<file path="config.mk">
export PLATFORM = sky130hd
export DESIGN_NAME = tfd_trap_unit
export DESIGN_NICKNAME = d
export VERILOG_FILES = /design/src/logic/tfd_sync.v /design/src/logic/tfd_flag.v /design/src/logic/tfd_trap_unit.v
export VERILOG_INCLUDE_DIRS = /design/src /design/src/logic
export SDC_FILE = /design/constraint.sdc
export NUM_CORES = 1
export LEC_CHECK = 0
export ABC_AREA = 1
export BUFFER_PORTS_ARGS = -buffer_cell sky130_fd_sc_hd__buf_2
export CAP_MARGIN = 40
export CORE_AREA = 2 2 198 200
export CTS_BUF_LIST = sky130_fd_sc_hd__clkbuf_8
export DETAILED_ROUTE_END_ITERATION = 16
export DIE_AREA = 0 0 200 202
export GPL_ROUTABILITY_DRIVEN = 1
export GPL_TIMING_DRIVEN = 0
export SLEW_MARGIN = 10
export SYNTH_ARGS = -nofsm -noshare
export SYNTH_HDL_FRONTEND = slang
export SYNTH_SLANG_ARGS = --single-unit
</file>
<file path="constraint.sdc">
create_clock -name ref_clk -period 1.55 [get_ports ref_clk]
set_clock_uncertainty 0.15 [all_clocks]
set_input_delay 0.155 -clock ref_clk [delete_from_list [all_inputs] [get_ports ref_clk]]
set_output_delay 0.155 -clock ref_clk [all_outputs]
set_load 0.02 [all_outputs]
</file>
<file path="src/logic/tfd_defines.vh">
// Constants for the trap and fault detection block
`ifndef TFD_DEFINES_VH
`define TFD_DEFINES_VH

// ------------------------------------------------------------
// Trap entry
// ------------------------------------------------------------
`define TFD_RESET_VECTOR 32'h0FFF_FF00

// ------------------------------------------------------------
// Trap flag indices
// ------------------------------------------------------------
`define TFD_FLAG_COUNT 11
`define TFD_F_FLOAT 0
`define TFD_F_OPERAND 1
`define TFD_F_FETCH 2
`define TFD_F_EXT 3
`define TFD_F_INSTR 4
`define TFD_F_SRCEXC 5
`define TFD_F_PARITY 6
`define TFD_F_BUSERR 7
`define TFD_F_LOCKVIO 8
`define TFD_F_PININT 9
`define TFD_F_SUPERR 10
// Reset value of the flags: only the parity and bus error flags come up set
`define TFD_FLAG_RESET 11'h0_C0

// ------------------------------------------------------------
// Float status word layout
// ------------------------------------------------------------
`define TFD_FSR_ADD_MSB 29
`define TFD_FSR_ADD_LSB 22
`define TFD_FSR_MUL_MSB 16
`define TFD_FSR_MUL_LSB 9
// Bits inside one 8-bit last-stage status field
`define TFD_ST_OVF 0
`define TFD_ST_UNF 1
`define TFD_ST_INX 2

`endif

</file>
<file path="src/logic/tfd_sync.v">
// Three-stage pin synchroniser with agreement filter
`timescale 1ns/1ps
`default_nettype none

module tfd_sync
(
    input wire ref_clk,
    input wire pin_in,
    output reg level_r
);

reg s1_r;
reg s2_r;
reg s3_r;

// ------------------------------------------------------------
// Chain and filter
// ------------------------------------------------------------
always @(posedge ref_clk)
begin
    s1_r <= pin_in;
    s2_r <= s1_r;
    s3_r <= s2_r;
    if (s2_r == s3_r)
    begin
        level_r <= s3_r;
    end
end

endmodule // tfd_sync

`default_nettype wire

</file>
<file path="src/logic/tfd_flag.v">
// Sticky flag, set wins over clear
`timescale 1ns/1ps
`default_nettype none

module tfd_flag
#(
    parameter RESET_VAL = 1'b0
)
(
    input wire ref_clk,
    input wire rst,
    input wire set,
    input wire clr,
    output reg q_r
);

// ------------------------------------------------------------
// Flag
// ------------------------------------------------------------
always @(posedge ref_clk)
begin
    if (rst)
    begin
        q_r <= RESET_VAL;
    end
    else if (set)
    begin
        q_r <= 1'b1;
    end
    else if (clr)
    begin
        q_r <= 1'b0;
    end
end

endmodule // tfd_flag

`default_nettype wire

</file>
<file path="src/logic/tfd_trap_unit.v">
// Trap detection, flagging and trap entry for the processor core
`timescale 1ns/1ps
`default_nettype none
`include "tfd_defines.vh"

// Behaviour
// RQ1: Exceptional operand raises float fault, holds pipe
// RQ2: Source fault on initiating instruction, stages hold
// RQ3: Source flag untouched for transfer-type faults; code sets it in dual mode with an arithmetic companion
// RQ4: Underflow needs no flush, inexact needs enable
// RQ5: Scalar result fault reported on next instruction
// RQ6: Pipelined result fault: pipe frozen on trap
// RQ7: Status fields mirror both final stages
// RQ8: Result register set scalar, zeroed pipelined
// RQ9: Delivered value: true significand, low exponent
// RQ10: Adder and multiplier flagged in one trap
// RQ11: Fetch traps: absent, supervisor, unaccessed in lock
// RQ12: Fetch checks only per translated group
// RQ13: Operand access trap on listed conditions
// RQ14: Write-protect traps supervisor read-only writes
// RQ15: Parity error sets flags, traps, self-masks
// RQ16: Parity re-armed by clear plus address read
// RQ17: Supervisor-level bus faults set supervisor flag
// RQ18: Bus fault pin sets flags, traps, self-masks
// RQ19: Interrupt taken only when enabled, flagged
// RQ20: Acknowledge cycle unbursted, untagged, data written
// RQ21: Reset: single mode, fixed vector, cache flush
// RQ22: Reset captures boot width, clears controls
// RQ23: Trap saves and clears user and enable
// RQ24: Flags sticky until cleared, may coincide
module tfd_trap_unit
#(
    parameter SIGW = 52,
    parameter EXPW = 11,
    parameter TRUE_EXPW = 13,
    parameter AW = 32,
    parameter DW = 64
)
(
    input wire ref_clk,
    input wire rst,
    // Float pipelines
    input wire fp_issue,
    input wire ext_store_issue,
    input wire fp_src_exc,
    input wire fp_is_transfer,
    input wire dual_mode,
    input wire companion_is_arith,
    input wire fp_scalar_start,
    input wire fp_pipelined_start,
    input wire [4:0] fp_dest_reg,
    input wire add_last_valid,
    input wire [7:0] add_last_stat,
    input wire mul_last_valid,
    input wire [7:0] mul_last_stat,
    input wire [SIGW-1:0] res_true_sig,
    input wire [TRUE_EXPW-1:0] res_true_exp,
    input wire flush_to_zero,
    input wire trap_inexact_enable,
    input wire float_trap_enable,
    output wire pipe_hold,
    output reg [31:0] fsr_status_r,
    output reg [4:0] result_register_field_r,
    output reg [EXPW+SIGW-1:0] res_delivered_r,
    // Fetch translation
    input wire fetch_xlate,
    input wire fetch_present,
    input wire fetch_super_page,
    input wire fetch_accessed,
    input wire lock_active,
    // Operand translation
    input wire data_xlate,
    input wire data_write,
    input wire data_present,
    input wire data_read_only,
    input wire data_super_page,
    input wire data_accessed,
    input wire page_dirty,
    input wire misaligned,
    input wire debug_match,
    // Bus unit and pins
    input wire bus_read_done,
    input wire parity_err,
    input wire [AW-1:0] bus_addr,
    input wire parity_check_enable_pin_n,
    input wire bus_fault_pin,
    input wire int_pin,
    input wire bear_read,
    output reg [AW-1:0] bear_r,
    output reg bear_frozen_r,
    // Other trap sources
    input wire instr_trap_set,
    input wire lock_violation_set,
    // Software control
    input wire [`TFD_FLAG_COUNT-1:0] flag_clear,
    input wire ctl_write,
    input wire ctl_user_level,
    input wire ctl_interrupt_enable,
    input wire ctl_watch_read_enable,
    input wire ctl_watch_write_enable,
    input wire ctl_write_protect,
    input wire ctl_dram_page_size,
    input wire ctl_bus_lock_bit,
    input wire ctl_paging_enable,
    input wire ctl_page_table_mode_bit,
    input wire dual_mode_enter,
    output wire [`TFD_FLAG_COUNT-1:0] trap_flags,
    output reg user_level_r,
    output reg prior_user_level_r,
    output reg interrupt_enable_r,
    output reg prior_interrupt_enable_r,
    output reg watch_read_enable_r,
    output reg watch_write_enable_r,
    output reg write_protect_r,
    output reg dram_page_size_r,
    output reg bus_lock_bit_r,
    output reg paging_enable_r,
    output reg page_table_mode_bit_r,
    output reg narrow_boot_mode_r,
    output reg exec_single_mode_r,
    output reg icache_flush_r,
    output wire trap_req,
    output wire [31:0] trap_vector,
    // Interrupt acknowledge
    input wire ldint_issue,
    input wire [4:0] ldint_dest,
    input wire ack_data_valid,
    input wire [DW-1:0] ack_data,
    output reg ack_bus_cycle_r,
    output wire ack_no_burst,
    output wire ack_skip_tag,
    output reg ack_wr_en_r,
    output reg [4:0] ack_wr_reg_r,
    output reg [DW-1:0] ack_wr_data_r
);

wire pen_n_level;
wire bus_fault_pin_level;
wire int_level;
wire add_exc;
wire mul_exc;
wire res_report;
wire src_fault;
wire float_trap;
wire se_undefined;
wire fetch_trap;
wire data_trap;
wire par_trap;
wire be_trap;
wire int_trap;
wire trap_take;
reg [`TFD_FLAG_COUNT-1:0] flag_set;
reg ack_state_r;
localparam ACK_IDLE = 1'b0;
localparam ACK_WAIT = 1'b1;

// --------
// Pin synchronisers
// --------
tfd_sync u_sync_pen (.ref_clk(ref_clk), .pin_in(parity_check_enable_pin_n), .level_r(pen_n_level));
tfd_sync u_sync_bus_fault_pin (.ref_clk(ref_clk), .pin_in(bus_fault_pin), .level_r(bus_fault_pin_level));
tfd_sync u_sync_int (.ref_clk(ref_clk), .pin_in(int_pin), .level_r(int_level));

// --------
// Float exceptions
// --------
assign add_exc = add_last_valid & (add_last_stat[`TFD_ST_OVF]
    | (add_last_stat[`TFD_ST_UNF] & ~flush_to_zero)
    | (add_last_stat[`TFD_ST_INX] & trap_inexact_enable)); // RQ4
assign mul_exc = mul_last_valid & (mul_last_stat[`TFD_ST_OVF]
    | (mul_last_stat[`TFD_ST_UNF] & ~flush_to_zero)
    | (mul_last_stat[`TFD_ST_INX] & trap_inexact_enable)); // RQ4
assign res_report = (fp_issue | ext_store_issue) & (add_exc | mul_exc); // RQ5 RQ6
assign src_fault = fp_issue & fp_src_exc; // RQ1 RQ2
assign float_trap = float_trap_enable & (src_fault | res_report);
assign pipe_hold = float_trap; // RQ2 RQ5 RQ6
assign se_undefined = fp_is_transfer & (~dual_mode | ~companion_is_arith); // RQ3

// Last-stage status mirror and result register
always @(posedge ref_clk)
begin
    if (rst)
    begin
        fsr_status_r <= 32'h0000_0000;
        result_register_field_r <= 5'h00;
        res_delivered_r <= {(EXPW+SIGW){1'b0}};
    end
    else
    begin
        if (res_report)
        begin
            fsr_status_r[`TFD_FSR_ADD_MSB:`TFD_FSR_ADD_LSB] <= add_last_stat; // RQ7 RQ10
            fsr_status_r[`TFD_FSR_MUL_MSB:`TFD_FSR_MUL_LSB] <= mul_last_stat; // RQ7 RQ10
            res_delivered_r <= {res_true_exp[EXPW-1:0], res_true_sig}; // RQ9
        end
        if (fp_scalar_start)
        begin
            result_register_field_r <= fp_dest_reg; // RQ8
        end
        else if (fp_pipelined_start)
        begin
            result_register_field_r <= 5'h00; // RQ8
        end
    end
end

// --------
// Access faults
// --------
assign fetch_trap = fetch_xlate & (~fetch_present
    | (fetch_super_page & user_level_r)
    | (~fetch_accessed & lock_active)); // RQ11 RQ12
assign data_trap = data_xlate & ((data_write & ~page_dirty)
    | misaligned
    | debug_match
    | ~data_present
    | (user_level_r & ((data_write & data_read_only) | data_super_page))
    | (~data_accessed & lock_active)
    | (~user_level_r & write_protect_r & data_write & data_read_only)); // RQ13 RQ14

// --------
// Parity, bus fault and interrupt
// --------
assign par_trap = bus_read_done & parity_err & ~pen_n_level
    & ~trap_flags[`TFD_F_PARITY] & ~bear_frozen_r; // RQ15 RQ16
assign be_trap = bus_fault_pin_level & ~trap_flags[`TFD_F_BUSERR] & ~bear_frozen_r; // RQ18
assign int_trap = int_level & interrupt_enable_r; // RQ19

// Address capture, frozen until software reads it
always @(posedge ref_clk)
begin
    if (rst)
    begin
        bear_r <= {AW{1'b0}};
        bear_frozen_r <= 1'b0;
    end
    else if (par_trap | be_trap)
    begin
        bear_r <= bus_addr;
        bear_frozen_r <= 1'b1;
    end
    else if (bear_read)
    begin
        bear_frozen_r <= 1'b0; // RQ16
    end
end

// --------
// Trap flags
// --------
always @*
begin
    flag_set = {`TFD_FLAG_COUNT{1'b0}};
    flag_set[`TFD_F_FLOAT] = float_trap; // RQ1
    flag_set[`TFD_F_SRCEXC] = float_trap_enable & src_fault & ~se_undefined; // RQ1 RQ3
    flag_set[`TFD_F_FETCH] = fetch_trap;
    flag_set[`TFD_F_OPERAND] = data_trap;
    flag_set[`TFD_F_PARITY] = par_trap; // RQ15
    flag_set[`TFD_F_BUSERR] = be_trap; // RQ18
    flag_set[`TFD_F_EXT] = par_trap | be_trap | int_trap; // RQ15 RQ18 RQ19
    flag_set[`TFD_F_PININT] = int_trap; // RQ19
    flag_set[`TFD_F_SUPERR] = (par_trap | be_trap) & ~user_level_r; // RQ17
    flag_set[`TFD_F_INSTR] = instr_trap_set | lock_violation_set;
    flag_set[`TFD_F_LOCKVIO] = lock_violation_set;
end

genvar gi;
generate
    for (gi = 0; gi < `TFD_FLAG_COUNT; gi = gi + 1)
    begin : g_flag
        tfd_flag #(.RESET_VAL(((`TFD_FLAG_RESET >> gi) & 11'h0_01) != 11'h0_00)) u_flag
            (.ref_clk(ref_clk), .rst(rst), .set(flag_set[gi]), .clr(flag_clear[gi]),
            .q_r(trap_flags[gi])); // RQ24
    end
endgenerate

assign trap_take = float_trap | fetch_trap | data_trap | par_trap | be_trap
    | int_trap | instr_trap_set | lock_violation_set; // RQ24
assign trap_req = trap_take;
assign trap_vector = `TFD_RESET_VECTOR; // RQ21

// --------
// Processor state and trap entry
// --------
always @(posedge ref_clk)
begin
    if (rst)
    begin
        user_level_r <= 1'b0; // RQ22
        prior_user_level_r <= 1'b0;
        interrupt_enable_r <= 1'b0;
        prior_interrupt_enable_r <= 1'b0;
        watch_read_enable_r <= 1'b0;
        watch_write_enable_r <= 1'b0;
        write_protect_r <= 1'b0;
        dram_page_size_r <= 1'b0;
        bus_lock_bit_r <= 1'b0;
        paging_enable_r <= 1'b0;
        page_table_mode_bit_r <= 1'b0;
        exec_single_mode_r <= 1'b1; // RQ21
    end
    else if (trap_take)
    begin
        prior_user_level_r <= user_level_r; // RQ23
        prior_interrupt_enable_r <= interrupt_enable_r; // RQ23
        user_level_r <= 1'b0; // RQ23
        interrupt_enable_r <= 1'b0; // RQ23
        exec_single_mode_r <= 1'b1;
    end
    else
    begin
        if (ctl_write)
        begin
            user_level_r <= ctl_user_level;
            interrupt_enable_r <= ctl_interrupt_enable;
            watch_read_enable_r <= ctl_watch_read_enable;
            watch_write_enable_r <= ctl_watch_write_enable;
            write_protect_r <= ctl_write_protect;
            dram_page_size_r <= ctl_dram_page_size;
            bus_lock_bit_r <= ctl_bus_lock_bit;
            paging_enable_r <= ctl_paging_enable;
            page_table_mode_bit_r <= ctl_page_table_mode_bit;
        end
        if (dual_mode_enter)
        begin
            exec_single_mode_r <= 1'b0;
        end
    end
end

// Boot width follows the interrupt pin while reset is held
always @(posedge ref_clk)
begin
    icache_flush_r <= rst; // RQ21
    if (rst)
    begin
        narrow_boot_mode_r <= int_level; // RQ22
    end
end

// --------
// Interrupt acknowledge cycle
// --------
assign ack_no_burst = ack_bus_cycle_r; // RQ20
assign ack_skip_tag = ack_bus_cycle_r; // RQ20

always @(posedge ref_clk)
begin
    if (rst)
    begin
        ack_state_r <= ACK_IDLE;
        ack_bus_cycle_r <= 1'b0;
        ack_wr_en_r <= 1'b0;
        ack_wr_reg_r <= 5'h00;
        ack_wr_data_r <= {DW{1'b0}};
    end
    else
    begin
        ack_wr_en_r <= 1'b0;
        case (ack_state_r)
            ACK_IDLE:
            begin
                if (ldint_issue)
                begin
                    ack_bus_cycle_r <= 1'b1; // RQ20
                    ack_wr_reg_r <= ldint_dest;
                    ack_state_r <= ACK_WAIT;
                end
            end
            ACK_WAIT:
            begin
                if (ack_data_valid)
                begin
                    ack_bus_cycle_r <= 1'b0;
                    ack_wr_en_r <= 1'b1; // RQ20
                    ack_wr_data_r <= ack_data; // RQ20
                    ack_state_r <= ACK_IDLE;
                end
            end
            default:
            begin
                ack_state_r <= ACK_IDLE;
            end
        endcase
    end
end

endmodule // tfd_trap_unit

`default_nettype wire

</file>
Yosys cells after proc, flatten, opt, wreduce, memory -nomap -nowiden
Index checks and enable logic that the tools add are counted.

Bits of input ports: 248. Flip-flop bits (word level): 226. Output and inout port bits: 265. Word-level logic and storage cells: 174.

Reduce and logical (&&, ||, !) cells: 19. Bitwise logic cells: 74. Muxes and demuxes: 29. Equal/unequal tests: 5.

Operators with widths (number): bitwise AND 1 bit (31); bitwise OR 1 bit (27); 2-to-1 mux 1 bit (25); nonzero test 2 bit (11); inverter 1 bit (16); 2-to-1 mux 5 bit (2); AND reduction 2 bit (4); OR reduction 2 bit (4); inequality test 2 bit, second input constant (2); case mux 1 bit (2 select lines) (2); == test 1 bit (3).

Depth between registers and ports, before layout
Gate-level depths: netlist of the first run.

Word-level depth: 18. Gate-level depth with buffers: 11. Gate-level depth less buffers: 11.

Modules after synthesis
A second synthesis of the first run with hierarchy kept.

Cell total of the unflattened synthesis: 1079. Area total of the unflattened synthesis: 8406.8 sq um.

By module, submodules not included: tfd_trap_unit (area each 7649.8 sq um, seq. area each 4073.9 sq um, instances 1, cells each 997); tfd_flag at g_flag[0].u_flag ... (area each 40.0 sq um, seq. area each 20.0 sq um, instances 9, cells each 5); tfd_sync (area each 108.9 sq um, seq. area each 90.1 sq um, instances 3, cells each 9); tfd_flag at g_flag[6].u_flag ... (area each 35.0 sq um, seq. area each 20.0 sq um, instances 2, cells each 5).

Least setup slack after synthesis of the first run
Ideal clock, no wire load.

Path type: flip-flop to flip-flop. Start point: register bear_frozen_r. End point: register prior_interrupt_enable_r. Arrival: 1.391 ns. Setup time: 0.116 ns. Buffers on the path: 0. Clock period less this slack: 1.657 ns. Data required time: 1.284 ns. Cell stages (with the launch flop): 10. Setup slack: -0.107 ns. Path through: dfxtp_1 inv_1 nand3_2 nand3_1 nor2_2 nand2_2 nor2_8 inv_1 nor2_1 nor2_1.

Cells in the longest elaborated chain, start to end: 7. Elaborated cells on any way between the ends: 8. Those cells by class: bitwise (8).

RTL lines: start, declared (RTL line tfd_trap_unit.v:90) `output reg bear_frozen_r,`; start signal, assigned (RTL line tfd_trap_unit.v:235) `bear_frozen_r <= 1'b0;`; start signal, assigned (RTL line tfd_trap_unit.v:240) `bear_frozen_r <= 1'b1;`; start signal, assigned (RTL line tfd_trap_unit.v:244) `bear_frozen_r <= 1'b0;`; inverter 1 bit (*) (RTL line tfd_trap_unit.v:225, tfd_trap_unit.v:226); bitwise AND 1 bit (RTL line tfd_trap_unit.v:224) `assign par_trap = bus_read_done & parity_err & ~pen_n_level`; bitwise OR 1 bit (RTL line tfd_trap_unit.v:277) `assign trap_take = float_trap | fetch_trap | data_trap | par_trap | be_trap`; bitwise OR 1 bit (*) (RTL line tfd_trap_unit.v:277); bitwise OR 1 bit (*) (3 in series) (RTL line tfd_trap_unit.v:278) `| int_trap | instr_trap_set | lock_violation_set;`; named net trap_req (RTL line tfd_trap_unit.v:122) `output wire trap_req,`; end signal, assigned (RTL line tfd_trap_unit.v:305) `prior_interrupt_enable_r <= interrupt_enable_r;`; end, declared (RTL line tfd_trap_unit.v:111) `output reg prior_interrupt_enable_r,`.

The timed path passes the listed nets; every way through them passes the cells marked *. A chain may end at the register's enable or synchronous reset.

Final worst setup path of the first run
Start point: register user_level_r. End point: output trap_req.

Cells in the longest elaborated chain, start to end: 12. Elaborated cells on any way between the ends: 20. Those cells by class: bitwise (20).

RTL lines: start, declared (RTL line tfd_trap_unit.v:108) `output reg user_level_r,`; start signal, assigned (RTL line tfd_trap_unit.v:314) `user_level_r <= ctl_user_level;`; inverter 1 bit (RTL line tfd_trap_unit.v:219) `| (~user_level_r & write_protect_r & data_write & data_read_only));`; bitwise AND 1 bit (3 in series) (RTL line tfd_trap_unit.v:219); bitwise OR 1 bit (RTL line tfd_trap_unit.v:219); bitwise AND 1 bit (RTL line tfd_trap_unit.v:213) `assign data_trap = data_xlate & ((data_write & ~page_dirty)`; bitwise OR 1 bit (*) (3 in series) (RTL line tfd_trap_unit.v:277); bitwise OR 1 bit (*) (3 in series) (RTL line tfd_trap_unit.v:278); end, declared (RTL line tfd_trap_unit.v:122).

Mark *: on every way between the ends. The rest lies on a longest branch, timed or not.

==> impl_results.md, run 1 <==
* Result of the run: complete, but fails checks
* Failing checks: hold timing, setup timing
* Endpoints failing hold at 2
* Post-route design area at 15,200 um^2
* Worst-case vdd ir drop at ~0.0008 V
* First-pass GRT wire length at 53,100 um
* Number of iterations in the first detailed-routing pass at 4
* Count of H-tree levels built during CTS at 2
* Power per unit of standard cell area at 1000 nW/um^2
* Post-synthesis sequential element count at between 200 and 250
* Global-route usage over all layers at between 15 and 20%
* Clock root buffer: sky130_fd_sc_hd__clkbuf_8
* Synth warn at 0
* Worst-path maximum fanout at 3
* Placement-stage cell area at 11,500 um^2
* Post-Synthesis Mean Instance Area at 7.88 um^2
* Fraction of registers with async set or reset after synthesis at 0%
* Number of stages on the worst hold path at 3
* Fraction of layout cells with a size suffix above 1 at 37.8%
* Via count of the first global-routing pass at 9,997
* Setup repair after global routing missed its margin: yes
* Floorplan core area at 38,300 um^2
* Leftover overflow at the end of global routing at 0
* Count of buffers inserted at the top-level ports at 461
* Endpoint arrival time on the critical path at 1.67 ns
* Post-detailed-placement half-perimeter wirelength at 25,000 um
* Start point of the critical path: user_level_r$_SDFFE_PP0P_
* Site row count at 72
* Worst endpoint required time at 1.24 ns
* Category of the worst setup path capture point: primary output
* Number of standard cells in the final layout excluding fillers at 2,413
* Most frequent cell after synthesis: sky130_fd_sc_hd__nor2_1
* Worst-Skew Late Latency at 0.56 ns
* Detailed route wirelength on metal3 at 2690 um
* Setup Crit Path Kind: reg2out
* Starting Density at 21.8%
* Maximum number of pins on one net before global-route repair at 11
* ANT cells at 0
* Fillers at 3,772
* Routed Wire Length at around 37,000 um
* Die area at 40,400 um^2
* Routed wire per std cell at between 15 and 20 um
* Cell accounting for the most synthesized area: sky130_fd_sc_hd__dfxtp_1
* DRC violations left at 0
* Relative slew slack at 57.8%
* Highest metal used: met4
* X dimension of the die at 200 um
* Cells after Synth at 1,060
* Floorplan die height at 202 um
* Cell types with the highest counts after synthesis: sky130_fd_sc_hd__nor2_1, sky130_fd_sc_hd__dfxtp_1, sky130_fd_sc_hd__nand2_1
* Min-Delay Startpoint: data_xlate
* Post-detailed-route via-to-cell ratio at 4.13
* TritonCTS Buffers at slightly above 40
* Weighted congestion at the end of routability-driven global placement at 0.883
* Top FF cell, synth: sky130_fd_sc_hd__dfxtp_1
* Slew Limit Fails at 0
* Actual transition at the worst max-transition pin at 0.633 ns
* Ports placed on the boundary at between 500 and 600
* Setup violations, final at 48
* Worst Slack Setup Final at -0.424 ns
* Reg2Reg Setup Slack at -0.28 ns
* DP Cell Count at 2,086
* Synthesis-to-finish area growth at 81.9%
* Worst path slowest cell: sky130_fd_sc_hd__dfxtp_4
* Terminating pin of the worst hold path: g_flag[1].u_flag.q_r$_SDFFE_PP0P_
* Worst hold slack after final layout at -0.246 ns
* Mapped Area at 8360 um^2
* Critical Path Source Type: flop
* CTS hold repair buffers at 227
* Length of routed wiring on met1 at between 10,000 and 15,000 um
* Sequence of cells on the critical path: nand2_2 -> nand3_2 -> nand2_2 -> nand2_2 -> nor2_4 -> nand2_4 -> nor2_8 -> inv_2 -> buf_6
* TritonCTS sink count at 226
* Classification of the worst-slack hold path: in2reg
* Area share of the leading cell type in the synthesized netlist at roughly 53%
* Via total after detailed routing at 9,977
* Unique masters post-synth at 28
* Beginning of the worst register-to-register path: u_sync_pen.level_r$_DFFE_PN_
* Share of the clock period used by the worst path after layout at 127%
* Final net count at 2,113
* Total length of routed met2 wires at 19,000 um
* Maximum frequency from static timing analysis at 0.506 GHz
* Setup TNS at -4.50 ns
* Endpoint of the most critical register-to-register path: g_flag[6].u_flag.q_r$_SDFFE_PP1P_
* Antenna-violating nets left at 0
* Top cell by count, worst path: sky130_fd_sc_hd__nand2_2
* Number of enable flip-flop cells after synthesis at 4
* Number of antenna violations at the first check in global routing at 2
* Number of maximum-capacitance violations at 0
* Maximum cell stage delay along the critical path at between 0.3 and 0.4 ns
* Number of DRC violations after detailed-routing iteration 0 at roughly 310
* Seq/Total Area, Yosys at a little over half
* Clock-pin slew on the worst setup and hold paths at roughly 0.060 ns
* Count of buffer and inverter cells on the critical path at 2
* Clock period minus worst slack at 1.97 ns
* Leakage dissipation at 7.84 nW
* Kind of cell adding the most delay to the critical path: simple AND/OR/NAND/NOR gates
* Main area contributors after synthesis: sky130_fd_sc_hd__dfxtp_1, sky130_fd_sc_hd__nor2_1, sky130_fd_sc_hd__nand2_1
* Clock tree from TritonCTS: yes
* Number of cell instances on the worst register-to-register path at 12
* Bufs on Longest Clock Path at 3
* Total chip power at approximately 15 mW
[state kept, by name, summed over array words and instances (netlist names), 5 cells and up]
name / count
result_register_field_r: 5
res_delivered_r: 63
ack_wr_reg_r: 5
bear_r: 32
g_flag.u_flag.q_r: 11
fsr_status_r: 16
ack_wr_data_r: 64
[cell type report]
class | count | area [um^2] | share of cell area, %
multi-input cells | 723 | 3310 | 21.8
clock inverters | 24 | 134 | 0.881
plain buffers | 121 | 792 | 5.21
inverters | 35 | 139 | 0.914
clock buffers | 49 | 674 | 4.44
flip-flops and latches | 226 | 4580 | 30.1
repair buffers | 717 | 4930 | 32.4
well taps | 518 | 648 | 4.26
[placed cells by master, fill, tap and decap left out, types with 6 or more instances in the layout]
cell type                       instances
sky130_fd_sc_hd__buf_6                 22
sky130_fd_sc_hd__dfxtp_2                9
sky130_fd_sc_hd__buf_2                470
sky130_fd_sc_hd__dfxtp_1              212
sky130_fd_sc_hd__nor2_1               239
sky130_fd_sc_hd__nor2_2                20
sky130_fd_sc_hd__dlygate4sd3_1        227
sky130_fd_sc_hd__conb_1                48
sky130_fd_sc_hd__o21ai_0              114
sky130_fd_sc_hd__nand2_1              165
sky130_fd_sc_hd__clkbuf_8              50
sky130_fd_sc_hd__nand2_2                8
sky130_fd_sc_hd__clkbuf_2               9
sky130_fd_sc_hd__a21oi_2                7
sky130_fd_sc_hd__buf_4                 76
sky130_fd_sc_hd__nor2_4                 6
sky130_fd_sc_hd__nand3_2                6
sky130_fd_sc_hd__nand3_1               71
sky130_fd_sc_hd__a21oi_1               14
sky130_fd_sc_hd__clkbuf_1              19
sky130_fd_sc_hd__inv_1                 47
[report_power, final]
part | internal, mW | leakage [nW] | switching (mW)
clock network | 3.03 | 0.468 | 2.55
logic | 1.37 | 5.50 | 1.79
registers | 6.25 | 1.87 | 0.218
[stage by stage]
step | hold WS (ns) | utilization, % | setup WS (ns)
after global routing | -0.291 | 39.7 | -0.556
after floorplan | 0.0327 | - | 0.0317
after global placement | 0.110 | 30.0 | -0.591
after CTS | -0.305 | 39.0 | -0.529
final | -0.246 | 39.7 | -0.424
after detailed placement | 0.109 | 30.0 | -0.645
[how the worst max path moves through the flow]
stage / end / slack (ns) / cells after the start
global placement: fsr_status_r[26]$_SDFFE_PP0P_ / -0.59 / 6
detailed placement: fsr_status_r[23]$_SDFFE_PP0P_ / -0.64 / 6
CTS: trap_req / -0.53 / 9
finish: trap_req / -0.42 / 9
floorplan: prior_user_level_r$_SDFFE_PP0P_ / 0.03 / 10
global route: trap_req / -0.56 / 9
[what timing repair did]
item	in CTS	in global routing
pin swaps	11	11
gates resized for setup	54	103
setup endpoints to repair	111	120
gates cloned	1	0
hold endpoints to repair	214	2
buffers inserted	27	5
[logic make-up (layout without fill, tap and decap cells)]
| logic type | Yosys count | in the layout | synth area share [%] |
|---|---|---|---|
| mux | 2 | 2 | 0.240 |
| buf+inv | 157 | 946 | 10.3 |
| flops | 226 | 226 | 54.6 |
| xor+xnor | 3 | 3 | 0.314 |
| other cells | 2 | 48 | 0.0899 |
| compound gates | 145 | 145 | 9.09 |
| simple gates | 525 | 525 | 25.3 |
[worst register-to-register path: stages (launching register included)]
cell and delay, ns:
sky130_fd_sc_hd__edfxtp_1 0.36, sky130_fd_sc_hd__nor2_1 0.12, sky130_fd_sc_hd__nand2_2 0.10, sky130_fd_sc_hd__buf_6 0.13
sky130_fd_sc_hd__buf_6 0.10, sky130_fd_sc_hd__buf_6 0.10, sky130_fd_sc_hd__buf_6 0.10, sky130_fd_sc_hd__buf_6 0.10
sky130_fd_sc_hd__buf_6 0.10, sky130_fd_sc_hd__buf_6 0.10, sky130_fd_sc_hd__buf_6 0.10, sky130_fd_sc_hd__buf_6 0.10
sky130_fd_sc_hd__o211ai_1 0.07
[per-layer routing]
| metal | GRT usage (%) | vias up |
|---|---|---|
| met5 | 0 | - |
| met4 | 6.30 | 0 |
| met3 | 4.62 | 76 |
| met2 | 32.2 | 445 |
| met1 | 17.9 | 4574 |
| li1 | - | 4882 |
Power figures use the tool's default switching activity.
==> run 2, diff against run 1 <==
- BUFFER_PORTS_ARGS: -buffer_cell sky130_fd_sc_hd__buf_2 -> default
- DONT_BUFFER_PORTS: default -> 1
==> impl_results.md, run 2 (synthesis gave the netlist of run 1 again) <==
* Leftover overflow at the end of global routing at 0 (unchanged)
* Bufs on Longest Clock Path at 3 (unchanged)
* Endpoint of the most critical register-to-register path: page_table_mode_bit_r$_SDFFE_PP0P_ (was g_flag[6].u_flag.q_r$_SDFFE_PP1P_)
* Antenna-violating nets left at 0 (unchanged)
* Post-detailed-route via-to-cell ratio at 4.34 (was 4.13)
* Worst hold slack after final layout at -0.387 ns (was -0.246 ns)
* Min-Delay Startpoint: flag_clear[2] (was data_xlate)
* Share of the clock period used by the worst path after layout at 126% (was 127%)
* Total chip power at 14.8 mW (was 15.2 mW)
* Number of antenna violations at the first check in global routing at 2 (unchanged)
* Category of the worst setup path capture point: primary output (unchanged)
* Clock root buffer: sky130_fd_sc_hd__clkbuf_8 (unchanged)
* Critical Path Source Type: flop (unchanged)
* TritonCTS sink count at 226 (unchanged)
* Most common cell after layout, fill and taps aside: sky130_fd_sc_hd__nor2_1 (was sky130_fd_sc_hd__buf_2)
* Actual transition at the worst max-transition pin at 0.687 ns (was 0.633 ns)
* Most used cells in the layout excluding fill and tap cells: sky130_fd_sc_hd__nor2_1, sky130_fd_sc_hd__dlygate4sd3_1, sky130_fd_sc_hd__dfxtp_1 (was sky130_fd_sc_hd__buf_2, sky130_fd_sc_hd__nor2_1, sky130_fd_sc_hd__dlygate4sd3_1)
* Site row count at 72 (unchanged)
* Reg2Reg Setup Slack at -0.40 ns (was -0.28 ns)
* Number of stages on the worst hold path at 3 (unchanged)
* Final net count at 1,639 (was 2,113)
* CTS hold repair buffers at 227 (unchanged)
* Maximum number of pins on one net before global-route repair at 11 (unchanged)
* Routed Wire Length at 34,500 um (was 36,900 um)
* Relative slew slack at 53.7% (was 57.8%)
* Start point of the critical path: user_level_r$_SDFFE_PP0P_ (unchanged)
* Terminating pin of the worst hold path: g_flag[2].u_flag.q_r$_SDFFE_PP0P_ (was g_flag[1].u_flag.q_r$_SDFFE_PP0P_)
* Number of iterations in the first detailed-routing pass at 5 (was 4)
* Clock period minus worst slack at 1.96 ns (was 1.97 ns)
* Global-route usage over all layers at 16.2% (was 17.1%)
* Worst-Skew Late Latency at 0.57 ns (was 0.56 ns)
* Endpoints failing hold at 6 (was 2)
* Number of DRC violations after detailed-routing iteration 0 at 394 (was 311)
* Failing checks: hold timing, setup timing (unchanged)
* Count of buffers inserted at the top-level ports at 0 (was 461)
* Result of the run: complete, but fails checks (unchanged)
* Clock-pin slew on the worst setup and hold paths at 0.06 ns (about the same)
* Worst-path maximum fanout at 6 (was 3)
* Maximum frequency from static timing analysis at 0.511 GHz (was 0.506 GHz)
* First-pass GRT wire length at 49,300 um (was 53,100 um)
* Floorplan core area at 38,300 um^2 (unchanged)
* Via total after detailed routing at 8,415 (was 9,977)
* Starting Density at 21.8% (unchanged)
* Power per unit of standard cell area at 1170 nW/um^2 (was 1000 nW/um^2)
* Beginning of the worst register-to-register path: user_level_r$_SDFFE_PP0P_ (was u_sync_pen.level_r$_DFFE_PN_)
* Max FFs per register at 64 (unchanged)
* Register containing the most flip-flops in the final layout: ack_wr_data_r (unchanged)
* Registers with the most flip-flops: ack_wr_data_r: 64 flops, res_delivered_r: 63 flops, bear_r: 32 flops (unchanged)
* Clock tree from TritonCTS: yes (unchanged)
* Routed wire per std cell at 17.8 um (was 15.3 um)
* Setup Crit Path Kind: reg2out (unchanged)
* Floorplan die height at 202 um (unchanged)
* Worst endpoint required time at 1.24 ns (about the same)
* Setup repair after global routing missed its margin: yes (unchanged)
* Setup TNS at -12.49 ns (was -4.50 ns)
* Synthesis-to-finish area growth at 51.5% (was 81.9%)
* Slew Limit Fails at 0 (unchanged)
* Number of cell instances on the worst register-to-register path at 14 (was 12)
* Via count of the first global-routing pass at 8,619 (was 9,997)
* Setup violations, final at 46 (was 48)
* Endpoint arrival time on the critical path at 1.65 ns (was 1.67 ns)
* Number of maximum-capacitance violations at 0 (unchanged)
* DRC violations left at 0 (unchanged)
* Ports placed on the boundary at 513 (unchanged)
* Worst-case vdd ir drop at 0.000728 V (was 0.000778 V)
* Weighted congestion at the end of routability-driven global placement at 0.854 (was 0.883)
* Classification of the worst-slack hold path: in2reg (unchanged)
* Leakage dissipation at 5.70 nW (was 7.84 nW)
* Post-detailed-placement half-perimeter wirelength at 23,300 um (was 25,000 um)
* Worst Slack Setup Final at -0.409 ns (was -0.424 ns)
* Fraction of layout cells with a size suffix above 1 at 15.0% (was 37.8%)
* X dimension of the die at 200 um (unchanged)
* Setup Slack @ Placement at -0.614 ns (was -0.645 ns)
* Die area at 40,400 um^2 (unchanged)
* TritonCTS Buffers at 40 (was 41)
* Count of H-tree levels built during CTS at 2 (unchanged)
[run 2: cell count changes in the layout (fill, tap and decap cells not counted), moves of 6 or more]
cell and change:
sky130_fd_sc_hd__buf_2 -447, sky130_fd_sc_hd__clkbuf_1 +6, sky130_fd_sc_hd__nor2_2 -15, sky130_fd_sc_hd__nor2_1 +19, sky130_fd_sc_hd__buf_6 -18, sky130_fd_sc_hd__clkbuf_2 -8
[run 2: stage by stage]
stage | instance area, um^2 | util, % | std cells
floorplan | 8530 | - | 1106
global placement | 9180 | 24.0 | 1624
detailed placement | 9200 | 24.0 | 1626
CTS | 12600 | 32.8 | 1939
global route | 12700 | 33.1 | 1941
finish | 12700 | 33.1 | 1941
[run 2: how the worst max path moves through the flow]
| stage | endpoint | slack, ns | depth (start not counted) |
|---|---|---|---|
| CTS | trap_req | -0.48 | 7 |
| finish | trap_req | -0.41 | 8 |
| global route | trap_req | -0.52 | 8 |
| floorplan | prior_user_level_r$_SDFFE_PP0P_ | 0.03 | 10 |
| global placement | ack_wr_reg_r[3]$_SDFFE_PP0P_ | -0.85 | 4 |
| detailed placement | bear_r[31]$_SDFFE_PP0P_ | -0.61 | 7 |
[run 2: cell type report]
cell class / count / area [um^2]
Tap cell: 518 / 648
Antenna cell: 1 / 2.50
Timing Repair Buffer: 243 / 2440
Multi-Input combinational cell: 723 / 3230
Clock inverter: 19 / 109
Clock buffer: 54 / 743
Fill cell: 3849 / 25600
Inverter: 35 / 138
Sequential cell: 226 / 4580
Buffer: 122 / 769
[run 2: repair_timing]
| action | 4_1_cts | 5_1_grt |
|---|---|---|
| cloned | 1 | 0 |
| buffers inserted | 12 | 2 |
| gates resized for setup | 45 | 28 |
| pin swaps | 6 | 9 |
| endpoints found under the setup margin | 106 | 99 |
| endpoints found under the hold margin | 217 | 6 |
[run 2: per-layer routing]
layer / vias up / share of wire [%] / wire, um / track usage (%)
met5: - / 0 / 0 / 0
met4: 0 / 4.8 / 1670 / 8.99
met3: 112 / 9.5 / 3270 / 5.29
met2: 547 / 49 / 16900 / 28.5
met1: 3830 / 37 / 12700 / 16.8
li1: 3926 / - / - / -
[run 2: worst max-delay path: stages (launching register included)]
cell                      delay, ns
sky130_fd_sc_hd__dfxtp_4       0.40
sky130_fd_sc_hd__nand2_2       0.08
sky130_fd_sc_hd__nand3_2       0.08
sky130_fd_sc_hd__nand2_2       0.09
sky130_fd_sc_hd__nand2_4       0.06
sky130_fd_sc_hd__nor2_4        0.10
sky130_fd_sc_hd__nand2_4       0.07
sky130_fd_sc_hd__nor2_8        0.11
sky130_fd_sc_hd__inv_4         0.07
[run 2: where the power goes]
| part | leakage (nW) | switching, mW | internal, mW |
|---|---|---|---|
| Sequential | 1.87 | 0.792 | 6.25 |
| Clock | 0.490 | 2.53 | 3.28 |
| Combinational | 3.34 | 1.05 | 0.856 |
